===== src/core/fps_defs.vh =====
/*
  constants for the front panel entry and switch sequencer:
  register offsets, field positions, reset values and timing counts.
  assumes a 100 MHz system clock and an ahb-lite register bus.
*/
`ifndef FPS_DEFS_VH
`define FPS_DEFS_VH

// ****************************************************************
// register byte offsets
// ****************************************************************
`define FPS_OFF_KEY      8'h00
`define FPS_OFF_CTRL     8'h04
`define FPS_OFF_ENTRY    8'h08
`define FPS_OFF_STATUS   8'h0C
`define FPS_OFF_SETPT    8'h10
`define FPS_OFF_LIMITS   8'h14
`define FPS_OFF_PICK     8'h18
`define FPS_OFF_HEATT    8'h1C
`define FPS_OFF_COOLT    8'h20
`define FPS_OFF_PSRATE   8'h24
`define FPS_OFF_MAGI     8'h28
`define FPS_OFF_GAIN     8'h2C
`define FPS_OFF_KNOB     8'h30

// ****************************************************************
// key codes written to the key register
// ****************************************************************
`define FPS_KEY_DIGIT    4'h1
`define FPS_KEY_ENTER    4'h2
`define FPS_KEY_ESC      4'h3
`define FPS_KEY_LEFT     4'h4
`define FPS_KEY_RIGHT    4'h5
`define FPS_KEY_SHIFT    4'h6
`define FPS_KEY_KNOB     4'h7
`define FPS_KEY_SWITCH   4'h8
`define FPS_KEY_RAMP     4'h9
`define FPS_KEY_OTHER    4'hA

// ****************************************************************
// ctrl register fields
// ****************************************************************
`define FPS_CTRL_ITEM_LO     0
`define FPS_CTRL_NUMERIC     2
`define FPS_CTRL_PICKLIST    3
`define FPS_CTRL_KNOB_OK     4
`define FPS_CTRL_SW_INST     5
`define FPS_CTRL_HCUR_SET    6
`define FPS_CTRL_HAS_PARENT  7

// item kinds for knob permission
`define FPS_ITEM_PLAIN   2'h0
`define FPS_ITEM_RATE    2'h1
`define FPS_ITEM_PSRATE  2'h2

// ****************************************************************
// reset values and limits
// ****************************************************************
`define FPS_HEAT_DEF     12'h014
`define FPS_HEAT_MIN     12'h005
`define FPS_HEAT_MAX     12'h078
`define FPS_COOL_DEF     12'h014
`define FPS_COOL_MIN     12'h005
`define FPS_COOL_MAX     12'hE10
`define FPS_PSRATE_DEF   16'h000A
`define FPS_GAIN_DEF     16'h0000

// ****************************************************************
// timing
// ****************************************************************
`define FPS_CLK_HZ       100000000
`define FPS_SEC_NS       1000000000
`define FPS_CLK_NS       10

`endif


===== src/core/fps_sequencer.v =====
/*
  front panel parameter entry and persistent switch sequencer.
  holds numeric, knob and picklist entry state, applies values to the
  parameter setpoint and sequences the switch heater with timed holds.
  assumes one ahb-lite master, keys delivered as register writes, and
  an external ramp engine that reports when it reached its target.
*/
// Chosen here: the register addresses and register access over AHB-Lite.
`timescale 1ns/1ps
`include "fps_defs.vh"

module fps_sequencer #(
  parameter TICK_CYCLES = `FPS_CLK_HZ,  // cycles per second tick
  parameter VAL_W       = 16,          // parameter value width
  parameter PICK_W      = 3            // picklist index width
) (
  input  wire              clk,
  input  wire              rst_b,
  input  wire              hsel,
  input  wire [31:0]       haddr,
  input  wire [1:0]        htrans,
  input  wire              hwrite,
  input  wire [2:0]        hsize,
  input  wire [31:0]       hwdata,
  input  wire              hready,
  output wire              hreadyout,
  output wire              hresp,
  output reg  [31:0]       hrdata,
  input  wire              ramp_done,
  output reg  [VAL_W-1:0]  supply_setpoint,
  output reg               heater_on,
  output reg               beep,
  output reg               comp_enable,
  output reg  [VAL_W-1:0]  loop_gain_add,
  output reg               to_parent
);

  // ****************************************************************
  // constants
  // ****************************************************************
  localparam [1:0] SW_IDLE = 2'h0;  // no transition
  localparam [1:0] SW_COOL = 2'h1;  // heater off, holding current
  localparam [1:0] SW_RAMP = 2'h2;  // supply ramping via ramp engine
  localparam [1:0] SW_HEAT = 2'h3;  // heater on, compensation delayed

  // ****************************************************************
  // state
  // ****************************************************************
  reg              wr_pend;        // data phase of a write pending
  reg  [7:0]       wr_addr;        // latched write offset
  reg  [31:0]      tick_cnt;       // divider for the second tick
  reg              sec_tick;       // one-cycle second pulse
  reg  [7:0]       ctrl;           // item and switch configuration
  reg  [VAL_W-1:0] entry_buf;      // digits being typed
  reg              entry_active;   // numeric entry in progress
  reg              has_digits;     // digits present in buffer
  reg              knob_live;      // knob adjusting the setpoint
  reg              pick_active;    // list entry in progress
  reg              shift;          // shift pressed, awaiting key
  reg  [VAL_W-1:0] param_val;      // accepted parameter value
  reg  [VAL_W-1:0] saved_val;      // value to restore on escape
  reg  [VAL_W-1:0] lim_lo;         // parameter valid minimum
  reg  [VAL_W-1:0] lim_hi;         // parameter valid maximum
  reg  [PICK_W-1:0] pick_sel;      // selector position
  reg  [PICK_W-1:0] pick_val;      // applied choice
  reg  [PICK_W-1:0] pick_last;     // index of the last choice
  reg  [11:0]      heat_time;      // heated hold seconds
  reg  [11:0]      cool_time;      // cooled hold seconds
  reg              heat_set;       // heated time written
  reg              cool_set;       // cooled time written
  reg  [VAL_W-1:0] ps_rate;        // switch supply ramp rate
  reg  [VAL_W-1:0] cool_gain;      // cooling gain percent
  reg  [VAL_W-1:0] magnet_i;       // magnet current at cooling
  reg  [1:0]       sw_state;       // switch sequencer state
  reg  [11:0]      hold_cnt;       // seconds elapsed in hold
  reg  [7:0]       knob_gap;       // prescaler wraps since last knob move
  reg  [9:0]       knob_div;       // prescaler for the knob gap count
  reg              ramp_zero;      // ramp target is zero
  wire [1:0]       item_kind;      // which rate this item edits
  wire             sw_busy;        // cooling hold or heating hold before compensation
  wire             sw_ready;       // switch configured fully
  wire             knob_allowed;   // knob permitted on this item
  wire             wr_go;          // write data phase now
  wire [3:0]       key;            // key code from data
  wire [15:0]      kdata;          // key payload

  assign hreadyout = 1'b1;  // zero wait states
  assign hresp     = 1'b0;  // always okay
  assign wr_go     = wr_pend;
  assign key       = hwdata[19:16];
  assign kdata     = hwdata[15:0];
  assign item_kind = ctrl[`FPS_CTRL_ITEM_LO+1:`FPS_CTRL_ITEM_LO];
  assign sw_busy   = (sw_state == SW_COOL) || (sw_state == SW_HEAT && !comp_enable);
  assign sw_ready  = ctrl[`FPS_CTRL_SW_INST] && ctrl[`FPS_CTRL_HCUR_SET]
                     && heat_set && cool_set;
  // rate only when no switch or fully heated; psrate only fully cooled
  assign knob_allowed = ctrl[`FPS_CTRL_KNOB_OK] && !sw_busy &&
    ((item_kind == `FPS_ITEM_RATE)   ? (!ctrl[`FPS_CTRL_SW_INST] || heater_on) :
     (item_kind == `FPS_ITEM_PSRATE) ? (ctrl[`FPS_CTRL_SW_INST] && !heater_on) :
     1'b1);

  // ****************************************************************
  // second tick divider
  // ****************************************************************
  // a long count, so the divider width is generous and simulation may
  // shorten it with TICK_CYCLES
  always @(posedge clk) begin
    if (!rst_b) begin
      tick_cnt <= 32'h00000000;
      sec_tick <= 1'b0;
    end else if (tick_cnt >= TICK_CYCLES - 1) begin
      tick_cnt <= 32'h00000000;
      sec_tick <= 1'b1;
    end else begin
      tick_cnt <= tick_cnt + 32'h00000001;
      sec_tick <= 1'b0;
    end
  end

  // ****************************************************************
  // ahb-lite address phase capture
  // ****************************************************************
  always @(posedge clk) begin
    if (!rst_b) begin
      wr_pend <= 1'b0;
      wr_addr <= 8'h00;
    end else if (hready) begin
      wr_pend <= hsel && htrans[1] && hwrite;
      wr_addr <= haddr[7:0];
    end
  end

  // read data registered at the address phase; unmapped reads zero
  always @(posedge clk) begin
    if (!rst_b) begin
      hrdata <= 32'h00000000;
    end else if (hready && hsel && htrans[1] && !hwrite) begin
      case (haddr[7:0])
        `FPS_OFF_CTRL:   hrdata <= {24'h000000, ctrl};
        `FPS_OFF_ENTRY:  hrdata <= {16'h0000, entry_buf};
        `FPS_OFF_STATUS: hrdata <= {20'h00000, has_digits, comp_enable, sw_state,
                                    heater_on, shift, pick_active, knob_live,
                                    entry_active, 3'h0};
        `FPS_OFF_SETPT:  hrdata <= {16'h0000, param_val};
        `FPS_OFF_LIMITS: hrdata <= {lim_hi, lim_lo};
        `FPS_OFF_PICK:   hrdata <= {21'h000000, pick_last, 2'h0, pick_val, pick_sel};
        `FPS_OFF_HEATT:  hrdata <= {20'h00000, heat_time};
        `FPS_OFF_COOLT:  hrdata <= {20'h00000, cool_time};
        `FPS_OFF_PSRATE: hrdata <= {16'h0000, ps_rate};
        `FPS_OFF_MAGI:   hrdata <= {16'h0000, magnet_i};
        `FPS_OFF_GAIN:   hrdata <= {16'h0000, cool_gain};
        default:         hrdata <= 32'h00000000;
      endcase
    end
  end

  // ****************************************************************
  // entry, knob, picklist and switch sequencing
  // ****************************************************************
  always @(posedge clk) begin
    if (!rst_b) begin
      ctrl         <= 8'h00;
      entry_buf    <= {VAL_W{1'b0}};
      entry_active <= 1'b0;
      has_digits   <= 1'b0;
      knob_live    <= 1'b0;
      pick_active  <= 1'b0;
      shift        <= 1'b0;
      param_val    <= {VAL_W{1'b0}};
      saved_val    <= {VAL_W{1'b0}};
      lim_lo       <= {VAL_W{1'b0}};
      lim_hi       <= {VAL_W{1'b1}};
      pick_sel     <= {PICK_W{1'b0}};
      pick_val     <= {PICK_W{1'b0}};
      pick_last    <= {PICK_W{1'b1}};
      heat_time    <= `FPS_HEAT_DEF;
      cool_time    <= `FPS_COOL_DEF;
      heat_set     <= 1'b0;
      cool_set     <= 1'b0;
      ps_rate      <= `FPS_PSRATE_DEF;
      cool_gain    <= `FPS_GAIN_DEF;
      magnet_i     <= {VAL_W{1'b0}};
      sw_state     <= SW_IDLE;
      hold_cnt     <= 12'h000;
      heater_on    <= 1'b0;
      comp_enable  <= 1'b0;
      ramp_zero    <= 1'b0;
      supply_setpoint <= {VAL_W{1'b0}};
      knob_gap     <= 8'h00;
      knob_div     <= 10'h000;
      beep         <= 1'b0;
      to_parent    <= 1'b0;
    end else begin
      beep      <= 1'b0;
      to_parent <= 1'b0;
      // velocity estimate: gap since last knob move saturates
      // own prescaler, so the gap keeps counting whatever the tick length
      knob_div <= knob_div + 10'h001;
      if (knob_div == 10'h3FF && knob_gap != 8'hFF) begin
        knob_gap <= knob_gap + 8'h01;
      end
      // ---------------- switch sequencer, hold timing in seconds
      case (sw_state)
        SW_COOL: begin
          if (sec_tick) begin
            hold_cnt <= hold_cnt + 12'h001;
          end
          // one tick beyond the count: the first tick may fall at once
          if (sec_tick && hold_cnt >= cool_time) begin
            ramp_zero       <= 1'b1;
            supply_setpoint <= {VAL_W{1'b0}};
            sw_state        <= SW_RAMP;
          end
        end
        SW_RAMP: begin
          // ramp engine moves toward supply_setpoint; ps_rate is not driven to it
          if (ramp_done) begin
            if (!ramp_zero) begin
              heater_on <= 1'b1;
              hold_cnt  <= 12'h000;
              sw_state  <= SW_HEAT;
            end else begin
              sw_state  <= SW_IDLE;
            end
          end
        end
        SW_HEAT: begin
          if (sec_tick) begin
            hold_cnt <= hold_cnt + 12'h001;
          end
          // one tick beyond the count, so the full heated time has passed
          if (sec_tick && hold_cnt >= heat_time) begin
            comp_enable <= 1'b1;
            sw_state    <= SW_IDLE;
          end
        end
        SW_IDLE: begin
          hold_cnt <= 12'h000;
        end
        default: begin
          sw_state <= SW_IDLE;
        end
      endcase
      // ---------------- register writes
      if (wr_go) begin
        case (wr_addr)
          `FPS_OFF_CTRL:   ctrl <= hwdata[7:0];
          `FPS_OFF_LIMITS: begin
            lim_lo <= hwdata[15:0];
            lim_hi <= hwdata[31:16];
          end
          `FPS_OFF_PICK:   pick_last <= hwdata[8+PICK_W-1:8];
          `FPS_OFF_HEATT:  begin
            if (hwdata[11:0] >= `FPS_HEAT_MIN && hwdata[11:0] <= `FPS_HEAT_MAX) begin
              heat_time <= hwdata[11:0];
              heat_set  <= 1'b1;
            end else begin
              beep <= 1'b1;
            end
          end
          `FPS_OFF_COOLT:  begin
            if (hwdata[11:0] >= `FPS_COOL_MIN && hwdata[11:0] <= `FPS_COOL_MAX) begin
              cool_time <= hwdata[11:0];
              cool_set  <= 1'b1;
            end else begin
              beep <= 1'b1;
            end
          end
          `FPS_OFF_PSRATE: ps_rate   <= hwdata[15:0];
          `FPS_OFF_GAIN:   cool_gain <= hwdata[15:0];
          `FPS_OFF_MAGI:   magnet_i  <= hwdata[15:0];  // preset recorded current
          `FPS_OFF_KNOB: begin
            if (knob_live) begin
              // faster turning gives a coarser step; slow gives sub-digit
              if (knob_gap < 8'h04) begin
                param_val <= hwdata[0] ? param_val - 16'h0064 : param_val + 16'h0064;
              end else if (knob_gap < 8'h20) begin
                param_val <= hwdata[0] ? param_val - 16'h000A : param_val + 16'h000A;
              end else begin
                param_val <= hwdata[0] ? param_val - 16'h0001 : param_val + 16'h0001;
              end
              knob_gap <= 8'h00;
            end
          end
          `FPS_OFF_KEY: begin
            if (knob_live) begin
              knob_live <= 1'b0;
              if (key != `FPS_KEY_ENTER) begin
                param_val <= saved_val;
              end
            end else if (shift) begin
              shift <= 1'b0;
              if (key == `FPS_KEY_KNOB) begin
                if (knob_allowed) begin
                  knob_live <= 1'b1;
                  saved_val <= param_val;
                end else begin
                  beep <= 1'b1;
                end
              end else if (key == `FPS_KEY_SWITCH) begin
                if (!sw_ready) begin
                  beep <= 1'b1;
                end else begin
                  heater_on   <= !heater_on;
                  comp_enable <= 1'b0;  // compensation waits for a full heating
                end
              end
            end else if (pick_active) begin
              if (key == `FPS_KEY_ENTER) begin
                pick_val    <= pick_sel;
                pick_active <= 1'b0;
              end else if (key == `FPS_KEY_ESC) begin
                pick_sel    <= pick_val;
                pick_active <= 1'b0;
              end else if (key == `FPS_KEY_RIGHT) begin
                pick_sel <= (pick_sel == pick_last) ? {PICK_W{1'b0}}
                            : pick_sel + {{(PICK_W-1){1'b0}}, 1'b1};
              end else if (key == `FPS_KEY_LEFT) begin
                pick_sel <= (pick_sel == {PICK_W{1'b0}}) ? pick_last
                            : pick_sel - {{(PICK_W-1){1'b0}}, 1'b1};
              end
            end else if (entry_active) begin
              if (key == `FPS_KEY_DIGIT) begin
                entry_buf  <= kdata;
                has_digits <= 1'b1;
              end else if (key == `FPS_KEY_ENTER) begin
                entry_active <= 1'b0;
                has_digits   <= 1'b0;
                if (has_digits && entry_buf >= lim_lo && entry_buf <= lim_hi) begin
                  param_val <= entry_buf;
                end else if (has_digits) begin
                  beep <= 1'b1;
                end
              end else if (key == `FPS_KEY_ESC) begin
                if (has_digits) begin
                  entry_buf  <= {VAL_W{1'b0}};
                  has_digits <= 1'b0;
                end else begin
                  entry_active <= 1'b0;
                end
              end
            end else begin
              case (key)
                `FPS_KEY_DIGIT: begin
                  if (ctrl[`FPS_CTRL_NUMERIC]) begin
                    entry_active <= 1'b1;
                    entry_buf    <= kdata;
                    has_digits   <= 1'b1;
                  end
                end
                `FPS_KEY_ENTER: begin
                  if (ctrl[`FPS_CTRL_PICKLIST]) begin
                    pick_active <= 1'b1;
                  end else if (ctrl[`FPS_CTRL_NUMERIC]) begin
                    entry_active <= 1'b1;
                    entry_buf    <= {VAL_W{1'b0}};
                    has_digits   <= 1'b0;
                  end
                end
                `FPS_KEY_ESC: begin
                  to_parent <= ctrl[`FPS_CTRL_HAS_PARENT];
                end
                `FPS_KEY_SHIFT: shift <= 1'b1;
                `FPS_KEY_RAMP: begin
                  if (sw_state != SW_IDLE) begin
                    beep <= 1'b1;
                  end
                end
                `FPS_KEY_SWITCH: begin
                  if (!sw_ready || sw_state != SW_IDLE) begin
                    beep <= 1'b1;
                  end else if (heater_on) begin
                    heater_on   <= 1'b0;
                    comp_enable <= 1'b0;
                    magnet_i    <= supply_setpoint;
                    sw_state    <= SW_COOL;
                  end else begin
                    supply_setpoint <= magnet_i;
                    ramp_zero       <= 1'b0;
                    sw_state        <= SW_RAMP;
                  end
                end
                default: begin
                  shift <= 1'b0;
                end
              endcase
            end
          end
          default: begin
            ctrl <= ctrl;
          end
        endcase
      end
    end
  end

  // cooling gain only applies during the cooling hold
  always @(posedge clk) begin
    if (!rst_b) begin
      loop_gain_add <= {VAL_W{1'b0}};
    end else begin
      loop_gain_add <= (sw_state == SW_COOL) ? cool_gain : {VAL_W{1'b0}};
    end
  end

endmodule // fps_sequencer


===== config.mk =====
export PLATFORM = sky130hd
export DESIGN_NAME = fps_sequencer
export DESIGN_NICKNAME = d
export VERILOG_FILES = /design/src/core/fps_sequencer.v
export VERILOG_INCLUDE_DIRS = /design/src /design/src/core
export SDC_FILE = /design/constraint.sdc
export NUM_CORES = 1
export LEC_CHECK = 0
export BUFFER_PORTS_ARGS = -buffer_cell sky130_fd_sc_hd__buf_2
export CAP_MARGIN = 10
export CORE_ASPECT_RATIO = 1.2
export CORE_MARGIN = 3
export CORE_UTILIZATION = 50
export CTS_CLUSTER_SIZE = 28
export DETAILED_ROUTE_END_ITERATION = 8
export PLACE_DENSITY = 0.72
export SLEW_MARGIN = 20
export SYNTH_ARGS = -nofsm -noshare
export SYNTH_HDL_FRONTEND = slang
export SYNTH_SLANG_ARGS = --single-unit

===== constraint.sdc =====
create_clock -name clk -period 4.3 [get_ports clk]
set_input_delay 0.215 -clock clk [delete_from_list [all_inputs] [get_ports clk]]
set_output_delay 0.215 -clock clk [all_outputs]
set_load 0.005 [all_outputs]

; Word-level counts from Yosys, hierarchy flattened
; Cells that the tools add are included.
[totals]
register_bits = 319
in_bits = 75
output_inout_bits = 70
wordCells = 350
[classes]
n_addsub = 12
order_cmp = 10
n_eq_ne = 60
mux = 161
bitwise = 8
n_reduce_logical = 62
[op_table]
columns = op, n
row1 = 16-bit two-way mux, 40
row2 = 32-bit one-hot mux with 11 select lines, 1
row3 = 16-bit one-hot mux with 2 select lines, 3
row4 = 1-bit two-way mux, 86
row5 = "8-bit by 6-bit equality test with 1-bit output, second input constant", 9
row6 = "8-bit by 5-bit equality test with 1-bit output, second input constant", 7
row7 = 12-bit two-way mux, 3
row8 = 12-bit one-hot mux with 3 select lines, 1
row9 = "32-bit by 1-bit adder with 32-bit output, second input constant", 1
row10 = "32-bit by 27-bit >= comparator with 1-bit output, second input constant", 1
row11 = 8-bit two-way mux, 4
row12 = "3-bit != test, second input constant", 10
row13 = 2-bit two-way mux, 13
row14 = 12-bit >= comparator, 2
row15 = "2-bit != test, second input constant", 10
row16 = 10-bit AND reduction, 2
row17 = 1-bit logical AND, 19
row18 = "16-bit by 1-bit adder with 16-bit output, second input constant", 1
row19 = "16-bit by 4-bit adder with 16-bit output, second input constant", 1
row20 = "16-bit by 7-bit adder with 16-bit output, second input constant", 1
row21 = "4-bit by 3-bit equality test with 1-bit output, second input constant", 4
row22 = "8-bit by 3-bit equality test with 1-bit output, second input constant", 2
row23 = "8-bit by 4-bit equality test with 1-bit output, second input constant", 2
row24 = 16-bit >= comparator, 1
row25 = 47 further kinds, 89

; Logic depth before layout (Yosys ltp)
[depth]
word_depth = 13
depth_mapped = 12
mapped_depth_nobuf = 10

; Least setup slack after synthesis
; Ideal clock, no wire load.
[synth_timing]
path_kind = input to register
start = input hwdata[0]
end = register param_val[15]
setup_ns = 0.122
arrival_ns = 2.860
required_time_ns = 4.178
path_slack_ns = 1.319
path_stages = 10
path_buffers = 1
cell_sequence = clkbuf_1 inv_1 ha_1 nand2b_1 o2111a_1 o41ai_1 a31oi_1 o31ai_1 a31oi_1 o311a_1
[synth_via]
elab_chain_cells = 5
elab_cells_between_ends = 7
classes_between = mux: 7
[synth_lines]
columns = element, line_no
row1 = from (decl), fps_sequencer.v:24  ; input wire [31:0] hwdata,
row2 = "16-bit two-way mux, on equally long branches", "fps_sequencer.v:280, fps_sequencer.v:278"
row3 = 16-bit two-way mux, fps_sequencer.v:277  ; end else if (knob_gap < 8'h20) begin
row4 = 16-bit two-way mux *, fps_sequencer.v:275  ; if (knob_gap < 8'h04) begin
row5 = 16-bit two-way mux *, fps_sequencer.v:273  ; if (knob_live) begin
row6 = 16-bit one-hot mux with 2 select lines *, fps_sequencer.v:246  ; case (wr_addr)
row7 = to (signal assigned), fps_sequencer.v:276  ; param_val <= hwdata[0] ? param_val - 16'h0064 : param_val + 16'h0064;
row8 = to (signal assigned), fps_sequencer.v:278  ; param_val <= hwdata[0] ? param_val - 16'h000A : param_val + 16'h000A;
row9 = to (signal assigned), fps_sequencer.v:280  ; param_val <= hwdata[0] ? param_val - 16'h0001 : param_val + 16'h0001;
row10 = to (decl), fps_sequencer.v:60  ; reg [VAL_W-1:0] param_val;
; Every way passes the cells marked *; elsewhere a longest branch is shown, timed or not. The select of a mux whose other input is x is not followed.
; A chain may end at the register's enable or synchronous reset.

; Final worst setup path
[layout_timing]
start = register entry_buf[0]
end = register param_val[1]
[layout_via]
elab_chain_cells = 5
elab_cells_between_ends = 6
classes_between = order compare: 2 / eq/ne: 1 / reduce/logical: 3
[layout_lines]
columns = element, line_no
row1 = from (decl), fps_sequencer.v:54  ; reg [VAL_W-1:0] entry_buf;
row2 = from (signal assigned), fps_sequencer.v:163  ; entry_buf <= {VAL_W{1'b0}};
row3 = from (signal assigned), fps_sequencer.v:324  ; entry_buf <= kdata;
row4 = from (signal assigned), fps_sequencer.v:336  ; entry_buf <= {VAL_W{1'b0}};
row5 = 16-bit >= comparator, fps_sequencer.v:329  ; if (has_digits && entry_buf >= lim_lo && entry_buf <= lim_hi) begin
row6 = 1-bit logical AND, fps_sequencer.v:329
row7 = 1-bit logical AND *, fps_sequencer.v:329
row8 = 3-bit != test (no line) *, -
row9 = 10-bit AND reduction (no line) *, -
row10 = to (signal assigned), fps_sequencer.v:280
row11 = to (signal assigned), fps_sequencer.v:289  ; param_val <= saved_val;
row12 = to (signal assigned), fps_sequencer.v:330  ; param_val <= entry_buf;
; Every way passes the cells marked *; elsewhere a longest branch is shown, timed or not.

==> summary.txt <==
Finish-stage setup viols - 0
Critical Path AT - 3.66 ns
Detailed placement HPWL - 34,400 µm
Critical path type - flop to flop
First-pass GRT wire length - 74,900 µm
Clk_skew - 0.0156 ns
Synthesis Warnings - 0
GR Util met2 - 0.474
Final Core Density - 0.580
Residual DRC count - 0
Sequential area share after synthesis - 0.408
Post-synth EDFFs - 0
Sw Share - 0.228
Fill count - 2,754
Htree depth - 2
Main flop type after synthesis - dfxtp_1
RSZ-0062 raised after global routing - false
Most frequent cells in the layout - dfxtp_1, nand2_1, nor2_1
Endpoint, Worst Hold - ps_rate[12]$_SDFFE_PN0P_
Worst Setup End Kind - flop
Netlist cell types - 74
Clock Path Buffers - 3
Post-CTS Resized - 0
Largest net degree at the start of global routing - 122
Post-CTS Setup Repair Bufs - 0
Global Route Usage Sum - 0.281
Hold path start - hwdata[12]
Psw - 1.39 mW
Worst slew margin - 0.270
Synth async-reset ratio - 0
Comb power frac - 0.047
Chip width - 168 µm
Die Ht - 200 µm
WP data required - 4.70 ns
Reg2reg end - param_val[1]$_SDFFE_PN0P_
Met1 usage - 0.346
Worst Path Max Fanout - 31
Root buf cell - clkbuf_16
IO Pins - 145
GRT busiest layer - met2
Initial core utilization - 0.511
Final GP Congestion - 0.969
Achievable frequency - 306 MHz
Final period demand of the worst path - 3.27 ns
Die Area - 33,500 µm²
Slew Limit Fails - 0
CTS sink cnt - 319
Status - finished, final reports clean
DR iter-0 viols - 1,440
Number of vias per cell - 6.08
Core area - 30,700 µm²
Final ANT Viol Nets - 0
Top Registers - hrdata (32), tick_cnt (32)
Reg clk slew, reported paths - 0.06 ns
Hold Crit Depth - 3
PwrDens - 345 nW/µm²
Cts hold-fix bufs - 18
# diodes - 0
CTS tree - done
Hold Fails Final Rpt - 0
Max_cap viols - 0
Launching point of the worst reg2reg path - entry_buf[0]$_SDFFE_PN0P_
FP Rows - 70
Worst slew pin tran - 1.09 ns
CP Launch Type - flop
WL final - 48,900 µm
Non-Filler Instances - 2,370
Drt first pass iters - 8
Detailed-route via count - 14,400
Worst Reg-to-Reg Cells - 11
# nets final - 2,113
Synthesized area - 15,700 µm²
Final critical-path share of the clock period - 0.760
Hold Path Class - input port to flop
Static leakage - 7.05 nW
Maximum vdd drop - 343 µV
Synth-to-Final Area Change - 13.5%
Mapped Cells - 1,871
WL per Instance - 20.6 µm
Clock power share - 0.466
Count of input and output buffers - 114
Initial antenna violation count - 1
DP Cell Count - 2,297
Total negative setup slack - 0 ns
M3 GR Usage - 0.0418
Overflow after GRT - 0
Commonest non-fill, non-tap cell in the layout - dfxtp_1
Layout cells sized above 1 - 0.108
Pint - 4.73 mW
Sequential share of power - 0.486
Clk_lat worst skew - 0.51 ns
Synthesis-stage register bit count - 319
CTS buffer count - 34
Worst R2R Setup Slack - 1.03 ns
Vias in the first global route - 13,600
Mapped Avg Cell Area - 8.37 µm²
==> routing by layer <==
metal | up-vias | part of all wire
li1 | 6824 | -
met1 | 6739 | 0.39
met2 | 662 | 0.46
met3 | 181 | 0.077
met4 | 2 | 0.063
met5 | - | 0.00014
==> power groups by stage <==
stage	Combinational (mW)	Sequential, mW	Clock [mW]
final	0.290	2.98	2.86
after global routing	0.311	2.98	3.01
after CTS	0.285	2.98	2.90
after detailed placement	0.271	3.04	0
after global placement	0.269	3.04	0
after floorplan	0.173	3.04	0
==> critical path: stages, from the launching register on <==
cell and delay (ns):
dfxtp_1 0.41, inv_1 0.12, ha_1 0.29, nand2b_1 0.14
a2111oi_0 0.38, or4b_2 0.22, a21oi_1 0.07, o32ai_1 0.61
a21o_1 0.22, buf_4 0.33, a21oi_1 0.07, o221a_2 0.28
==> worst max-delay path by stage <==
stage                                    from                    endpoint  slack, ns
finish              entry_buf[0]$_SDFFE_PN0P_   param_val[1]$_SDFFE_PN0P_       1.03
global route        entry_buf[0]$_SDFFE_PN0P_   param_val[1]$_SDFFE_PN0P_       0.79
CTS                 entry_buf[0]$_SDFFE_PN0P_   param_val[1]$_SDFFE_PN0P_       1.12
detailed placement  entry_buf[0]$_SDFFE_PN0P_   param_val[1]$_SDFFE_PN0P_       1.15
global placement    entry_buf[0]$_SDFFE_PN0P_   param_val[1]$_SDFFE_PN0P_       1.24
floorplan                           hwdata[0]  param_val[15]$_SDFFE_PN0P_       1.32
==> final cells by class <==
cell class                 instances  area, µm²  share of cell area
clock buffer                      47       1000              0.0563
clock inverter                     8       72.6             0.00408
inverter                          82        313              0.0176
multi-input combinational       1358       8540               0.481
sequential                       319       6390               0.359
tap                              396        495              0.0279
timing repair buffer             160        961              0.0541
==> synth_stat cells (all sizes together), types with 7 or more instances <==
| library cell | instances | share of area |
|---|---|---|
| nand2 | 251 | 0.060 |
| xor2 | 35 | 0.020 |
| mux2i | 64 | 0.041 |
| a222oi | 28 | 0.018 |
| o21a | 7 | 0.0034 |
| or3 | 10 | 0.0043 |
| a311oi | 19 | 0.011 |
| a22oi | 40 | 0.019 |
| a21o | 19 | 0.0091 |
| nand4 | 28 | 0.011 |
| and2 | 22 | 0.0088 |
| nor4b | 7 | 0.0039 |
| a22o | 27 | 0.015 |
| dfxtp | 319 | 0.41 |
| inv | 82 | 0.020 |
| nor2 | 237 | 0.057 |
| xnor2 | 23 | 0.013 |
| nand3 | 40 | 0.013 |
| buf | 12 | 0.0038 |
| o211ai | 31 | 0.015 |
| o21ai | 32 | 0.010 |
| and4 | 8 | 0.0045 |
| nand3b | 8 | 0.0038 |
| a21oi | 135 | 0.043 |
| ha | 80 | 0.064 |
| a211o | 10 | 0.0056 |
| and3 | 14 | 0.0056 |
| a221oi | 15 | 0.0084 |
| clkbuf | 105 | 0.025 |
| a211oi | 9 | 0.0043 |
| nor3 | 30 | 0.0096 |
| nor2b | 11 | 0.0044 |
| a31oi | 17 | 0.0068 |
| nor4 | 11 | 0.0054 |
| nand2b | 17 | 0.0068 |
==> stage by stage <==
step | total power, mW | instance area, µm² | worst slack [ns] | hold WS (ns)
floorplan | 3.21 | 15700 | 1.32 | 0.351
global placement | 3.31 | 16500 | 1.24 | 0.424
detailed placement | 3.31 | 16500 | 1.15 | 0.435
CTS | 6.16 | 17800 | 1.12 | 0.00447
global route | 6.30 | 17800 | 0.794 | 0.0189
finish | 6.12 | 17800 | 1.03 | 0.0263
==> kinds of logic after synthesis <==
group | after synthesis | share of synthesized area
XOR/XNOR | 58 | 0.0324
adder cells (fa/ha/maj) | 83 | 0.0678
AND/OR/NAND/NOR | 710 | 0.206
multiplexers | 67 | 0.0431
flip-flops | 319 | 0.408
AO/OA/AOI/OAI | 433 | 0.193
other | 2 | 0.000480
buffers and inverters | 199 | 0.0487
Note: power is estimated with default switching activity, not from simulation.
